===== config.mk =====
export PLATFORM = sky130hd
export DESIGN_NAME = rbac_ctrl
export DESIGN_NICKNAME = d
export VERILOG_FILES = /design/src/pkg/rbac_pkg.sv /design/src/hw/rbac_ctrl.sv
export SDC_FILE = /design/constraint.sdc
export NUM_CORES = 1
export LEC_CHECK = 0
export BUFFER_PORTS_ARGS = -buffer_cell sky130_fd_sc_hd__buf_2
export CAP_MARGIN = 10
export CORE_ASPECT_RATIO = 0.75
export CORE_MARGIN = 1.5
export CORE_UTILIZATION = 40
export DETAILED_ROUTE_END_ITERATION = 12
export PLACE_DENSITY = 0.68
export SYNTH_ARGS = -nofsm -noshare
export SYNTH_HDL_FRONTEND = slang
export SYNTH_SLANG_ARGS = --single-unit

===== constraint.sdc =====
create_clock -name clk -period 1.88 [get_ports clk]
set_input_delay 0.376 -clock clk [delete_from_list [all_inputs] [get_ports clk]]
set_output_delay 0.376 -clock clk [all_outputs]
set_load 0.05 [all_outputs]

===== src/pkg/rbac_pkg.sv =====
// Purpose: Shared constants for the tag reader burst activation controller
// Assumes: 125 MHz system clock
// Notes: All times in milliseconds are turned into ticks of a 1 ms enable
`default_nettype none
package rbac_pkg;
	// Clock and time base
	localparam int CLK_HZ = 125_000_000;
	localparam int MS_PER_S = 1000;
	localparam int MS_CYC = CLK_HZ / MS_PER_S;
	// Carrier divider
	localparam int CARR_DIV = 128;
	localparam int CARR_W = $clog2(CARR_DIV);
	// Burst and lamp timing in milliseconds
	localparam int ON_MS = 80;
	localparam int OFF_MS = 30;
	localparam int GREEN_MS = 50;
	localparam int REPEAT_MS = 200;
	localparam int FLASH_HZ = 9;
	localparam int FLASH_HALF_MS = MS_PER_S / (2 * FLASH_HZ);
	localparam int MSC_W = 8;
	// Byte stream width and buffer depth
	localparam int DW = 8;
	localparam int FIFO_DEPTH = 2;
	// Command codes and answers
	localparam logic [7:0] CMD_QUERY = 8'h01;
	localparam logic [7:0] CMD_SET_CFG = 8'h02;
	localparam logic [7:0] CMD_LIST = 8'h03;
	localparam logic [7:0] CMD_MODE = 8'h04;
	localparam logic [7:0] RESP_ACK = 8'h06;
	localparam logic [7:0] RESP_ERR = 8'hEE;
	localparam logic [7:0] RESP_LIST = 8'h0F;
	localparam logic [7:0] CFG_DEFAULT = 8'h00;
	localparam logic [7:0] MODE_DEFAULT = 8'h00;
	// Start-up sequence
	typedef enum logic [1:0] {
		ST_LOAD = 2'h0,
		ST_CHECK = 2'h1,
		ST_RUN = 2'h3
	} rbac_state_t;
endpackage : rbac_pkg
`default_nettype wire


===== src/hw/rbac_ctrl.sv =====
// Purpose: Burst activation, receive gating, lamps, report and command path
// Assumes: Decoders, serial transmitters and NVM reader are outside
// Notes: Rules of behaviour follow
// Behaviour
// - Carrier is main clock divided by 128
// - Carrier bursts 80 ms on, 30 ms off forever
// - One control line resets divider while off
// - HDX bits accepted only in off interval
// - FDX-B bits accepted only in on interval
// - Tag report sent on both serial outputs
// - Red lamp follows burst while scanning, except while a repeated tag flashes it
// - Green lamp pulses after valid tag
// - Repeated tag flashes both lamps near 9 Hz
// - Load and check config before bursts start
// - Commands accepted only when idle
// - Four commands: query, set, list, mode
// - Bad command answered with error code
`default_nettype none
module rbac_ctrl #(
	parameter int MS_CYCLES = rbac_pkg::MS_CYC,
	parameter logic [7:0] VERSION = 8'h11 // Arbitrary version value
) (
	input wire logic clk,
	input wire logic reset_n,
	output logic nvm_rd_req,
	input wire logic nvm_rd_done,
	input wire logic nvm_rd_ok,
	input wire logic [7:0] nvm_rd_data,
	output logic carrier_out,
	output logic burst_on,
	input wire logic hdx_clk_pin,
	input wire logic hdx_data_pin,
	input wire logic fdx_clk_pin,
	input wire logic fdx_data_pin,
	output logic hdx_bit,
	output logic hdx_bit_valid,
	output logic fdx_bit,
	output logic fdx_bit_valid,
	input wire logic tag_found,
	input wire logic [7:0] tag_byte,
	input wire logic tag_byte_valid,
	input wire logic tag_byte_last,
	output logic tag_byte_ready,
	input wire logic cmd_valid,
	input wire logic [7:0] cmd_code,
	input wire logic [7:0] cmd_arg,
	output logic cmd_ready,
	output logic [7:0] tx_byte,
	output logic tx232_valid,
	input wire logic tx232_ready,
	output logic tx422_valid,
	input wire logic tx422_ready,
	output logic lamp_red,
	output logic lamp_green,
	output logic [7:0] cfg_word,
	output logic [7:0] mode_word,
	output logic cfg_fault
);
	localparam int TW = $clog2(MS_CYCLES);
	localparam int CW = rbac_pkg::CARR_W;
	localparam int MW = rbac_pkg::MSC_W;
	localparam logic [TW-1:0] TICK_LAST = TW'(MS_CYCLES - 1);
	localparam logic [CW-1:0] CARR_LAST = CW'(rbac_pkg::CARR_DIV - 1);
	localparam logic [CW-1:0] CARR_HALF = CW'(rbac_pkg::CARR_DIV / 2 - 1);
	localparam logic [MW-1:0] ON_LAST = MW'(rbac_pkg::ON_MS - 1);
	localparam logic [MW-1:0] OFF_LAST = MW'(rbac_pkg::OFF_MS - 1);
	localparam logic [MW-1:0] GREEN_LEN = MW'(rbac_pkg::GREEN_MS);
	localparam logic [MW-1:0] REPEAT_LEN = MW'(rbac_pkg::REPEAT_MS);
	localparam logic [MW-1:0] FLASH_LAST = MW'(rbac_pkg::FLASH_HALF_MS - 1);
	localparam logic [MW-1:0] MS_ZERO = '0;
	localparam logic [1:0] FIFO_FULL = 2'(rbac_pkg::FIFO_DEPTH);
	// Elaboration check on the tick divider
	if (MS_CYCLES < 2 || MS_CYCLES > (1 << 20)) begin : g_bad_ms
		$error("MS_CYCLES out of range");
	end
	// Known command codes
	function automatic logic cmd_known(input logic [7:0] code);
		cmd_known = (code == rbac_pkg::CMD_QUERY) || (code == rbac_pkg::CMD_SET_CFG) ||
			(code == rbac_pkg::CMD_LIST) || (code == rbac_pkg::CMD_MODE);
	endfunction : cmd_known
	rbac_pkg::rbac_state_t state_q;
	logic [TW-1:0] tick_cnt_q;
	logic ms_tick;
	logic [MW-1:0] burst_cnt_q, green_cnt_q, recent_cnt_q, flash_cnt_q;
	logic burst_q, flashing_q, flash_ph_q;
	logic [CW-1:0] carr_cnt_q;
	logic [3:0] sync1_q, sync2_q;
	logic hdx_clk_prev_q, fdx_clk_prev_q;
	logic busy_q, busy, run;
	logic [1:0] resp_cnt_q;
	logic [7:0] resp_b0_q, resp_b1_q;
	logic [7:0] fifo_mem_q [rbac_pkg::FIFO_DEPTH];
	logic wr_ptr_q, rd_ptr_q;
	logic [1:0] fifo_cnt_q;
	logic fifo_full, push, pop, resp_take, cmd_take;
	logic [7:0] push_data;
	assign run = (state_q == rbac_pkg::ST_RUN);
	////////////////////////////////////////////////////////////////////////////
	// Start-up: fetch stored config, check it, then run
	always_ff @(posedge clk) begin
		if (!reset_n) begin
			state_q <= rbac_pkg::ST_LOAD;
		end else begin
			case (state_q)
				rbac_pkg::ST_LOAD: state_q <= rbac_pkg::ST_CHECK;
				rbac_pkg::ST_CHECK: if (nvm_rd_done) state_q <= rbac_pkg::ST_RUN;
				rbac_pkg::ST_RUN: state_q <= rbac_pkg::ST_RUN;
				default: state_q <= rbac_pkg::ST_LOAD;
			endcase
		end
	end
	assign nvm_rd_req = (state_q == rbac_pkg::ST_LOAD);
	// Config word: from memory when valid, else default; commands may rewrite
	always_ff @(posedge clk) begin
		if (!reset_n) begin
			cfg_word <= rbac_pkg::CFG_DEFAULT;
			cfg_fault <= 1'b0;
		end else if (state_q == rbac_pkg::ST_CHECK && nvm_rd_done) begin
			cfg_word <= nvm_rd_ok ? nvm_rd_data : rbac_pkg::CFG_DEFAULT;
			cfg_fault <= !nvm_rd_ok;
		end else if (cmd_take && cmd_code == rbac_pkg::CMD_SET_CFG) begin
			cfg_word <= cmd_arg;
		end
	end

	////////////////////////////////////////////////////////////////////////////
	// One millisecond enable counted on the main clock
	always_ff @(posedge clk) begin
		if (!reset_n || tick_cnt_q == TICK_LAST) begin
			tick_cnt_q <= '0;
		end else begin
			tick_cnt_q <= tick_cnt_q + 1'b1;
		end
	end
	assign ms_tick = (tick_cnt_q == TICK_LAST);
	// Burst phase: off interval first, then on, endlessly
	always_ff @(posedge clk) begin
		if (!reset_n || !run) begin
			burst_q <= 1'b0;
			burst_cnt_q <= '0;
		end else if (state_q == rbac_pkg::ST_RUN && ms_tick) begin
			if (burst_cnt_q == (burst_q ? ON_LAST : OFF_LAST)) begin
				burst_q <= !burst_q;
				burst_cnt_q <= '0;
			end else begin
				burst_cnt_q <= burst_cnt_q + 1'b1;
			end
		end
	end
	assign burst_on = burst_q;
	// Carrier divider, held in reset by the burst control line
	always_ff @(posedge clk) begin
		if (!reset_n || !burst_q) begin
			carr_cnt_q <= '0;
		end else begin
			carr_cnt_q <= carr_cnt_q + 1'b1;
		end
	end
	assign carrier_out = carr_cnt_q[CW-1];
	////////////////////////////////////////////////////////////////////////////
	// Two-stage synchronisers for the receive pins
	for (genvar i = 0; i < 4; i++) begin : g_sync
		always_ff @(posedge clk) begin
			if (!reset_n) begin
				sync1_q[i] <= 1'b0;
				sync2_q[i] <= 1'b0;
			end else begin
				sync1_q[i] <= (i == 0) ? hdx_clk_pin : (i == 1) ? hdx_data_pin :
					(i == 2) ? fdx_clk_pin : fdx_data_pin;
				sync2_q[i] <= sync1_q[i];
			end
		end
	end
	// Receive bits taken on the rising recovered clock, gated by phase
	always_ff @(posedge clk) begin
		if (!reset_n) begin
			hdx_clk_prev_q <= 1'b0;
			fdx_clk_prev_q <= 1'b0;
			hdx_bit <= 1'b0;
			hdx_bit_valid <= 1'b0;
			fdx_bit <= 1'b0;
			fdx_bit_valid <= 1'b0;
		end else begin
			hdx_clk_prev_q <= sync2_q[0];
			fdx_clk_prev_q <= sync2_q[2];
			hdx_bit_valid <= run && !burst_q && sync2_q[0] && !hdx_clk_prev_q;
			fdx_bit_valid <= run && burst_q && sync2_q[2] && !fdx_clk_prev_q;
			hdx_bit <= sync2_q[1];
			fdx_bit <= sync2_q[3];
		end
	end

	////////////////////////////////////////////////////////////////////////////
	// Lamp timers: green pulse, repeat window and flashing flag
	always_ff @(posedge clk) begin
		if (!reset_n) begin
			green_cnt_q <= '0;
			recent_cnt_q <= '0;
			flashing_q <= 1'b0;
		end else if (run && tag_found) begin
			green_cnt_q <= GREEN_LEN;
			recent_cnt_q <= REPEAT_LEN;
			flashing_q <= (recent_cnt_q != MS_ZERO);
		end else begin
			if (ms_tick && green_cnt_q != MS_ZERO) green_cnt_q <= green_cnt_q - 1'b1;
			if (ms_tick && recent_cnt_q != MS_ZERO) recent_cnt_q <= recent_cnt_q - 1'b1;
			if (recent_cnt_q == MS_ZERO) flashing_q <= 1'b0;
		end
	end
	// Flash phase toggles every half period of the 9 Hz rate
	always_ff @(posedge clk) begin
		if (!reset_n || !flashing_q) begin
			flash_cnt_q <= '0;
			flash_ph_q <= 1'b1;
		end else if (ms_tick) begin
			if (flash_cnt_q == FLASH_LAST) begin
				flash_cnt_q <= '0;
				flash_ph_q <= !flash_ph_q;
			end else begin
				flash_cnt_q <= flash_cnt_q + 1'b1;
			end
		end
	end
	// Lamp outputs
	always_ff @(posedge clk) begin
		if (!reset_n) begin
			lamp_red <= 1'b0;
			lamp_green <= 1'b0;
		end else begin
			lamp_red <= run && (flashing_q ? flash_ph_q : burst_q);
			lamp_green <= flashing_q ? flash_ph_q : (green_cnt_q != MS_ZERO);
		end
	end

	////////////////////////////////////////////////////////////////////////////
	// Busy from tag detection until its report has left the buffer
	always_ff @(posedge clk) begin
		if (!reset_n) begin
			busy_q <= 1'b0;
		end else if (run && tag_found) begin
			busy_q <= 1'b1;
		end else if (tag_byte_valid && tag_byte_ready && tag_byte_last) begin
			busy_q <= 1'b0;
		end
	end
	assign busy = !run || busy_q || tag_byte_valid || fifo_cnt_q != 2'h0 || resp_cnt_q != 2'h0;
	assign cmd_ready = !busy;
	assign cmd_take = cmd_valid && cmd_ready;
	// Command decode and answer bytes
	always_ff @(posedge clk) begin
		if (!reset_n) begin
			resp_cnt_q <= 2'h0;
			resp_b0_q <= 8'h00;
			resp_b1_q <= 8'h00;
			mode_word <= rbac_pkg::MODE_DEFAULT;
		end else if (cmd_take) begin
			resp_cnt_q <= 2'h1;
			resp_b0_q <= rbac_pkg::RESP_ACK;
			if (!cmd_known(cmd_code)) begin
				resp_b0_q <= rbac_pkg::RESP_ERR;
			end else if (cmd_code == rbac_pkg::CMD_QUERY) begin
				resp_cnt_q <= 2'h2;
				resp_b0_q <= VERSION;
				resp_b1_q <= cfg_word;
			end else if (cmd_code == rbac_pkg::CMD_LIST) begin
				resp_b0_q <= rbac_pkg::RESP_LIST;
			end else if (cmd_code == rbac_pkg::CMD_MODE) begin
				mode_word <= cmd_arg;
			end
		end else if (resp_take) begin
			resp_cnt_q <= resp_cnt_q - 2'h1;
			resp_b0_q <= resp_b1_q;
		end
	end

	////////////////////////////////////////////////////////////////////////////
	// Two-entry buffer; tag bytes have priority over answers
	assign fifo_full = (fifo_cnt_q == FIFO_FULL);
	assign tag_byte_ready = !fifo_full;
	assign push = !fifo_full && (tag_byte_valid || resp_cnt_q != 2'h0);
	assign resp_take = push && !tag_byte_valid;
	assign push_data = tag_byte_valid ? tag_byte : resp_b0_q;
	assign tx232_valid = (fifo_cnt_q != 2'h0);
	assign tx422_valid = tx232_valid;
	assign pop = tx232_valid && tx232_ready && tx422_ready;
	assign tx_byte = fifo_mem_q[rd_ptr_q];
	always_ff @(posedge clk) begin
		if (push) fifo_mem_q[wr_ptr_q] <= push_data;
	end
	always_ff @(posedge clk) begin
		if (!reset_n) begin
			wr_ptr_q <= 1'b0;
			rd_ptr_q <= 1'b0;
			fifo_cnt_q <= 2'h0;
		end else begin
			if (push) wr_ptr_q <= !wr_ptr_q;
			if (pop) rd_ptr_q <= !rd_ptr_q;
			fifo_cnt_q <= fifo_cnt_q + {1'b0, push} - {1'b0, pop};
		end
	end
endmodule : rbac_ctrl
`default_nettype wire


# Word level (Yosys, flattened, before mapping)
# Memory sizes are Yosys's and may differ from the RTL's. A register that Yosys moved wholly into a read port is not among the register bits.
# Cells that the tools add are included.
# Widths: inputs -> output; s select.
# op_classes
add_sub_neg	9
mul	0
n_div	0
order_cmp	0
eq_ne	11
shifts	0
n_mux	32
bitwise	3
n_reduce_logical	62
# op_table
cell	count
$mux 8	11
$logic_and 1x1->1	20
$add 17x1->17 const B	1
$eq 17x17->1 const B	1
$add 8x1->8 const B	2
$eq 8x2->1 const B	2
$reduce_bool 2->1	8
$reduce_bool 8->1	2
$sub 8x1->8 const B	2
$logic_not 1->1	13
$logic_or 1x1->1	12
$mux 6	2
$mux 1	10
$mux 2	5
$eq 8x1->1 const B	1
$eq 8x3->1 const B	1
$eq 8x6->1 const B	1
$eq 8x7->1	1
$logic_not 8->1	1
$add 7x1->7 const B	1
$mux 7	1
$pmux 2 s3	1
$mux 5	1
$reduce_and 5->1	1
12 further kinds	16
# word_totals
ff_bits	117
latch_bits	0
ramBits	16
rom_bits	0
in_bits	46
output_inout_bits	38
elab_cells	156
n_memories	1
# memory_table
memory	words	word_bits	read_ports	rd_ports_with_merged_regs	write_ports	line_no	text
fifo_mem_q	2	8	1	1	1	rbac_ctrl.sv:92	logic [7:0] fifo_mem_q [rbac_pkg::FIFO_DEPTH];

# Depth between registers and ports, before layout
# Gate-level depths: netlist of run 1.
# depth
ltp_word	11
mapped_depth	10
ltp_nobuf	10

# Worst setup path before layout of run 1
# No wires, ideal clock.
# synth_timing
kind	in2out
start	input port tag_byte_valid
end	output port cmd_ready
arrival_time_ns	1.871
setup_slack_ns	-0.367
path_stages	3
path_cell_list	clkbuf_1 nand2b_1 nor3_1
# synth_via
elab_chain_cells	4
# synth_rtl
item	line_no	text
from (decl)	rbac_ctrl.sv:41	input wire logic tag_byte_valid,
$logic_or 1x1->1 (3 in a row)	rbac_ctrl.sv:246	assign busy = !run || busy_q || tag_byte_valid || fifo_cnt_q != 2'h0 || resp_cnt_q != 2'h0;
$logic_not 1->1	rbac_ctrl.sv:247	assign cmd_ready = !busy;
to (decl)	rbac_ctrl.sv:47	output logic cmd_ready,
# Every way passes these cells.

# Worst setup path in the final report of run 1
# layout_timing
start	register tick_cnt_q[8]
end	register recent_cnt_q[5]
# layout_via
elab_chain_cells	2
# layout_rtl
item	line_no	text
from (decl)	rbac_ctrl.sv:82	logic [TW-1:0] tick_cnt_q;
from (signal assigned)	rbac_ctrl.sv:132	tick_cnt_q <= tick_cnt_q + 1'b1;
$eq 17x17->1	rbac_ctrl.sv:135	assign ms_tick = (tick_cnt_q == TICK_LAST);
$logic_and 1x1->1	rbac_ctrl.sv:206	if (ms_tick && recent_cnt_q != MS_ZERO) recent_cnt_q <= recent_cnt_q - 1'b1;
to (signal assigned)	rbac_ctrl.sv:206	
to (decl)	rbac_ctrl.sv:84	logic [MW-1:0] burst_cnt_q, green_cnt_q, recent_cnt_q, flash_cnt_q;
# Every way passes these cells.
# A chain may end at the register's enable or synchronous reset.

==> results of run 1 <==
worst paths after layout:
| check | start | endpoint | slack [ps] | depth (start not counted) |
|---|---|---|---|---|
| max | tick_cnt_q[8] | recent_cnt_q[5] | -130 | 5 |
| min reg2reg | hdx_clk_prev_q | hdx_bit_valid | 400 | 1 |
| min | hdx_data_pin | sync1_q[1] | 170 | 2 |
| max reg2reg | tick_cnt_q[8] | recent_cnt_q[5] | -130 | 5 |
critical path, delay by kind of cell, from the launching register on:
family / cells / cell delay [ps]
flops: 1 / 310
compound gates: 1 / 130
simple gates: 4 / 1510
sequential cells by signal, summed over array words and instances (netlist names), 2 cells and up, named ones only:
register / cells
tick_cnt_q: 17
fifo_mem_q: 16
burst_cnt_q: 8
cfg_word: 8
flash_cnt_q: 8
green_cnt_q: 8
mode_word: 8
recent_cnt_q: 8
resp_b0_q: 8
resp_b1_q: 8
carr_cnt_q: 7
sync1_q: 4
sync2_q: 4
fifo_cnt_q: 2
resp_cnt_q: 2
state_q: 2
power by group through the flow:
stage / sequential, W / combinational, W / clock (W)
floorplan: 0.00329 / 0.00100 / 0
global placement: 0.00327 / 0.00138 / 0
detailed placement: 0.00328 / 0.00139 / 0
CTS: 0.00323 / 0.00146 / 0.00325
global route: 0.00327 / 0.00164 / 0.00339
finish: 0.00324 / 0.00154 / 0.00320
timing repair:
item	CTS	global route
setup endpoints to repair	54	62
hold endpoints to repair	0	0
setup buffers	6	2
resized for setup	20	32
pin swaps	17	12
layout make-up:
type	count	area, sq um	area share, %
clock buffers	19	455	5.95
inverters	17	63.8	0.833
well taps	175	219	2.86
repair buffers	151	988	12.9
clock inverters	13	121	1.58
flip-flops and latches	134	2860	37.4
multi-input cells	424	2950	38.5
cell families after synthesis:
logic type	share of synthesized area, %
and+or+nand+nor	23.2
DFF	49.2
AOI/OAI and AO/OA	9.59
buffers and inverters	3.31
xor gates and xnor gates	6.52
muxes	5.56
adders and majority gates	2.60
synthesized netlist by cell type, types with 5 or more instances:
cell / number / share of area [%]
edfxtp_1: 16 / 8.3
dfxtp_1: 118 / 41
inv_1: 16 / 1.0
buf_2: 6 / 0.52
a31oi_1: 5 / 0.54
and3_1: 15 / 1.6
or4_1: 5 / 0.65
nand4_1: 14 / 1.5
ha_1: 12 / 2.6
nor2b_1: 5 / 0.54
or3_1: 6 / 0.65
a211oi_1: 7 / 0.91
nor2_1: 76 / 4.9
xor2_1: 26 / 3.9
mux2_2: 17 / 3.3
nand3_1: 25 / 2.2
nor3_1: 11 / 0.95
nand2_1: 42 / 2.7
a21oi_1: 34 / 2.9
o21ai_0: 22 / 1.9
clkbuf_1: 18 / 1.2
and2_1: 19 / 2.1
mux2i_1: 13 / 2.3
nand2b_1: 6 / 0.65
xnor2_1: 17 / 2.6
per-layer routing:
layer / up-vias / wire length (um) / track usage (%)
met3: 24 / 549 / 5.40
met2: 102 / 6280 / 28.3
li1: 2411 / - / -
met4: 0 / 264 / 7.51
met5: - / 0 / 0
met1: 2290 / 6490 / 24.5
through the flow:
step / hold slack, ps / setup WS [ps] / area, sq um / util [%]
final: 166 / -133 / 7660 / 55.1
after global routing: 158 / -204 / 7660 / 55.1
after CTS: 152 / -145 / 7510 / 54.1
after detailed placement: 383 / -201 / 6790 / 48.9
after global placement: 381 / -143 / 6790 / 48.9
after floorplan: 372 / -57.0 / 5830 / -
==> results.txt, run 1 <==
#FFs+latches synth: 134
Peak Freq: 497 MHz
Int Power: 0.00562 W
Ports: 84
Core Area: 0.0139 sq mm
# hold bufs at CTS: 0
worst setup path category: register to register
IO Port Bufs: 83
Cell variety after synth: 53
Switching Fraction: 29.6%
Synth Net Count: 662
Final Skew: 7.50 ps
TNS Setup: -1930 ps
DP HPWL: 9.71 mm
peak supply drop: 0.692 mV
Vias: 4827
Rel. slew slack: 74.1%
Main synth FF type: dfxtp_1
1st-iter DRT viols: 347
endpoint class of the critical path: register
Final Power: 0.00798 W
Lkg Pwr: 3.23 nW
number of flops mapped to enable cells by yosys: 16
synth-to-layout area growth: 32.5%
most frequent cells in the layout: dfxtp_1 (110), buf_2 (82), nor2_1 (76)
violated checks: negative setup slack
RSZ-0062 raised after global routing: true
period utilization: 107%
Skew-Pair Late Insertion Delay: 420 ps
Num CTS Buffers: 17
crit-path max FO: 3
n_diodes: 0
status: finished with violations
DR WL/cell: 14.6 um
layout cells sized above 1: 33.5%
Pwr per Cell Area: 1040 mW/mm^2
maxcap violations: 0
CTS clk-pin slew, worst paths: 60 ps
GR Overflow Total: 0
H-tree levels: 4
Yosys warnings: 0
Setup violations, final: 41
startpoint types: register
Inst Count DP: 893
combinational share of power: 19.2%
Pins Over Slew Limit: 0
sequential fraction of the synthesis area: 49.2%
CTS root buf: clkbuf_16
final setup margin: -133 ps
first-pass GRT wire length: 22.1 mm
Post-synth ARST share: 0%
slowest cell on the critical path: or4b_4
Slew @ Worst Pin: 384 ps
Netlist Area Pre-Place: 0.00578 sq mm
clock share of power: 40.1%
Post-Route WL: 13.6 mm
vias in the first global route: 4640
CP Cell Sequence: or4b_4 > nor4_4 > nand3_1 > or4_4 > a21oi_2
worst endpoint required time: 2220 ps
FILL cells: 1252
min-delay worst type: input pin to register
final std cells w/o fill: 933
final hold viol count: 0
Flop pwr share: 40.6%
Psw: 0.00236 W
Pre-antenna DRT Iters: 5
CTS Buffer Depth: 2
initial antenna violation count: 0
die height: 107 um
clk sinks: 134
final antenna-violating net count: 0
Starting Density: 41.6%
largest net degree at the start of global routing: 20
Routability Congestion: 0.770
GRT Util Overall: 18.5%
Syn Area/Cell: 9.57 sq um
Die X: 142 um
min Tclk post-route: 2010 ps
Worst path max stage delay: 580 ps
CTS tree: done
# rows: 37
CP arrival: 2350 ps
Gate Count Post-Synth: 604
DIE AREA: 0.0152 sq mm
Remaining DRCs: 0
most common cell after layout, fill and taps aside: dfxtp_1
Final nets: 803
Via density: 5.17
Note: power is estimated with default switching activity, not from simulation.
==> run 2, diff against run 1 <==
--- a/config.mk
+++ b/config.mk
@@ -5,7 +5,7 @@
 export SDC_FILE = /design/constraint.sdc
 export NUM_CORES = 1
 export LEC_CHECK = 0
-export BUFFER_PORTS_ARGS = -buffer_cell sky130_fd_sc_hd__buf_2
+export BUFFER_PORTS_ARGS = -buffer_cell sky130_fd_sc_hd__buf_4
 export CAP_MARGIN = 10
 export CORE_ASPECT_RATIO = 0.75
 export CORE_MARGIN = 1.5
==> run 2 against run 1 <==
Net effect:
- the flow still finishes with violations (negative setup slack)
- power is 3.1% higher
- maximum frequency is 0.14% lower
- cell count is 0.43% lower
- count of clock-buffer cells in the layout is 1 lower
- worst hold slack worse by 1.5 ps
==> results.txt, run 2 (same netlist as run 1, synthesis figures left out) <==
status: finished with violations
violated checks: negative setup slack
biggest regs: tick_cnt_q x17, fifo_mem_q x16
Post-Route WL: 14.0 mm (+3.0%)
H-tree levels: 4 (unchanged)
CTS Buffer Depth: 2 (unchanged)
worst endpoint required time: 2220 ps (about the same)
Psw: 0.00235 W (-0.45%)
pre-CTS setup slack: -206 ps (-5.53 ps)
area post-placement: 0.00698 sq mm (+2.7%)
DIE AREA: 0.0152 sq mm (unchanged)
CP Cell Sequence: or4b_4 > nor4_4 > buf_6 > nand2_4 > or4_4 > a21oi_2
Num CTS Buffers: 17 (unchanged)
Finished Cell Area: 0.00784 sq mm (+2.4%)
combinational share of power: 19.5% (+0.3 points)
Pins Over Slew Limit: 0 (unchanged)
final hold viol count: 0 (unchanged)
# rows: 37 (unchanged)
Vias: 4827 (unchanged)
Largest register FFs: 17 (unchanged)
Lkg Pwr: 3.25 nW (+0.67%)
slowest cell on the critical path: or4b_4
Setup violations, final: 46 (+12%)
synth-to-layout area growth: 35.7%
CTS clk-pin slew, worst paths: 60 ps (about the same)
clk sinks: 134 (unchanged)
largest net degree at the start of global routing: 26 (+30%)
most common cell after layout, fill and taps aside: buf_4
vias in the first global route: 4801 (+3.5%)
CTS root buf: clkbuf_16
CTS tree: done
Die X: 142 um (unchanged)
Final Skew: 8.99 ps (+1.48 ps)
Final nets: 799 (-0.50%)
Worst path max stage delay: 570 ps (about the same)
clock share of power: 41.1% (+1.0 points)
Slew @ Worst Pin: 391 ps (+6.58 ps)
worst path buffer plus inverter count: 1 (+1)
hold slack: 164 ps (-1.54 ps)
Pre-antenna DRT Iters: 4 (-1)
Peak Freq: 496 MHz (-0.14%)
Skew-Pair Late Insertion Delay: 420 ps (about the same)
Pwr per Cell Area: 1050 mW/mm^2 (+0.72%)
peak supply drop: 0.692 mV (about the same)
Rel. slew slack: 73.7% (-0.31 points)
endpoint class of the critical path: register
# hold bufs at CTS: 0 (unchanged)
1st-iter DRT viols: 282 (-19%)
IO Port Bufs: 83 (unchanged)
most frequent cells in the layout: buf_4 (135), dfxtp_1 (109), nor2_1 (76)
Ports: 84 (unchanged)
min-delay worst type: input pin to register
Switching Fraction: 28.6% (-1.0 points)
DR WL/cell: 15.1 um (+3.5%)
Core Area: 0.0139 sq mm (unchanged)
CP arrival: 2360 ps (about the same)
maxcap violations: 0 (unchanged)
GRT Util Overall: 19.0% (+0.48 points)
worst setup path category: register to register
GR Overflow Total: 0 (unchanged)
DP HPWL: 9.84 mm (+1.3%)
Int Power: 0.00588 W (+4.6%)
Flop pwr share: 39.4% (-1.2 points)
most flop-heavy register: tick_cnt_q
n_diodes: 0 (unchanged)
RSZ-0062 raised after global routing: true
Via density: 5.20 (+0.43%)
critical path's top delay family: simple AND/OR/NAND/NOR gates
initial antenna violation count: 0 (unchanged)
final antenna-violating net count: 0 (unchanged)
Routability Congestion: 0.827 (+7.4%)
period utilization: 107% (+0.15 points)
layout cells sized above 1: 32.8% (-0.75 points)
Remaining DRCs: 0 (unchanged)
min Tclk post-route: 2020 ps (+2.87 ps)
crit-path max FO: 6 (+3)
die height: 107 um (unchanged)
Starting Density: 41.6% (unchanged)
startpoint types: register
final setup margin: -136 ps (-2.87 ps)
first-pass GRT wire length: 22.8 mm (+3.5%)
-- run 2: cell count changes in the layout (fill, tap and decap cells not counted), sizes merged --
cell | before | now
inv | 20 | 21
buf | 151 | 147
clkbuf | 19 | 18
bufinv | 1 | 3
clkinv | 6 | 4
-- run 2: worst paths after layout --
kind,cells after the start,startpoint,end,slack (ps)
min,2,fdx_data_pin,sync1_q[3],160
max,6,tick_cnt_q[5],burst_cnt_q[4],-140
min reg2reg,1,hdx_clk_prev_q,hdx_bit_valid,400
max reg2reg,6,tick_cnt_q[5],burst_cnt_q[4],-140
-- run 2: power groups by stage --
stage	Sequential (W)	Clock, W	Combinational, W
after floorplan	0.00329	0	0.00100
after global routing	0.00327	0.00358	0.00171
after detailed placement	0.00328	0	0.00150
final	0.00324	0.00338	0.00160
after CTS	0.00323	0.00345	0.00156
after global placement	0.00327	0	0.00148
-- run 2: through the flow --
| stage | power [W] | setup TNS (ps) | instances | util (%) |
|---|---|---|---|---|
| 2_1_floorplan | 0.00430 | -416 | 604 | - |
| 3_3_place_gp | 0.00475 | -3300 | 890 | 50.3 |
| 3_5_place_dp | 0.00479 | -5260 | 890 | 50.3 |
| 4_1_cts | 0.00824 | -1090 | 926 | 55.4 |
| 5_1_grt | 0.00856 | -5400 | 929 | 56.5 |
| 6_report | 0.00823 | -1780 | 929 | 56.5 |
-- run 2: cell type report --
cell class	instances	area, sq um
Fill cell	1231	6050
Multi-Input combinational cell	424	2920
Sequential cell	134	2860
Timing Repair Buffer	147	1170
Clock buffer	18	429
Tap cell	175	219
Clock inverter	14	174
Inverter	17	63.8
-- run 2: repair_timing --
| item | CTS | global route |
|---|---|---|
| setup endpoints to repair | 51 | 63 |
| resized for setup | 18 | 32 |
| buffers inserted | 4 | 3 |
| pin swaps | 16 | 16 |
-- run 2: layer usage --
metal  wire length [um]  track usage, %
met1               6410            24.4
met2               6770            30.6
met3                513            3.97
met4                293            9.06
met5                  0               0
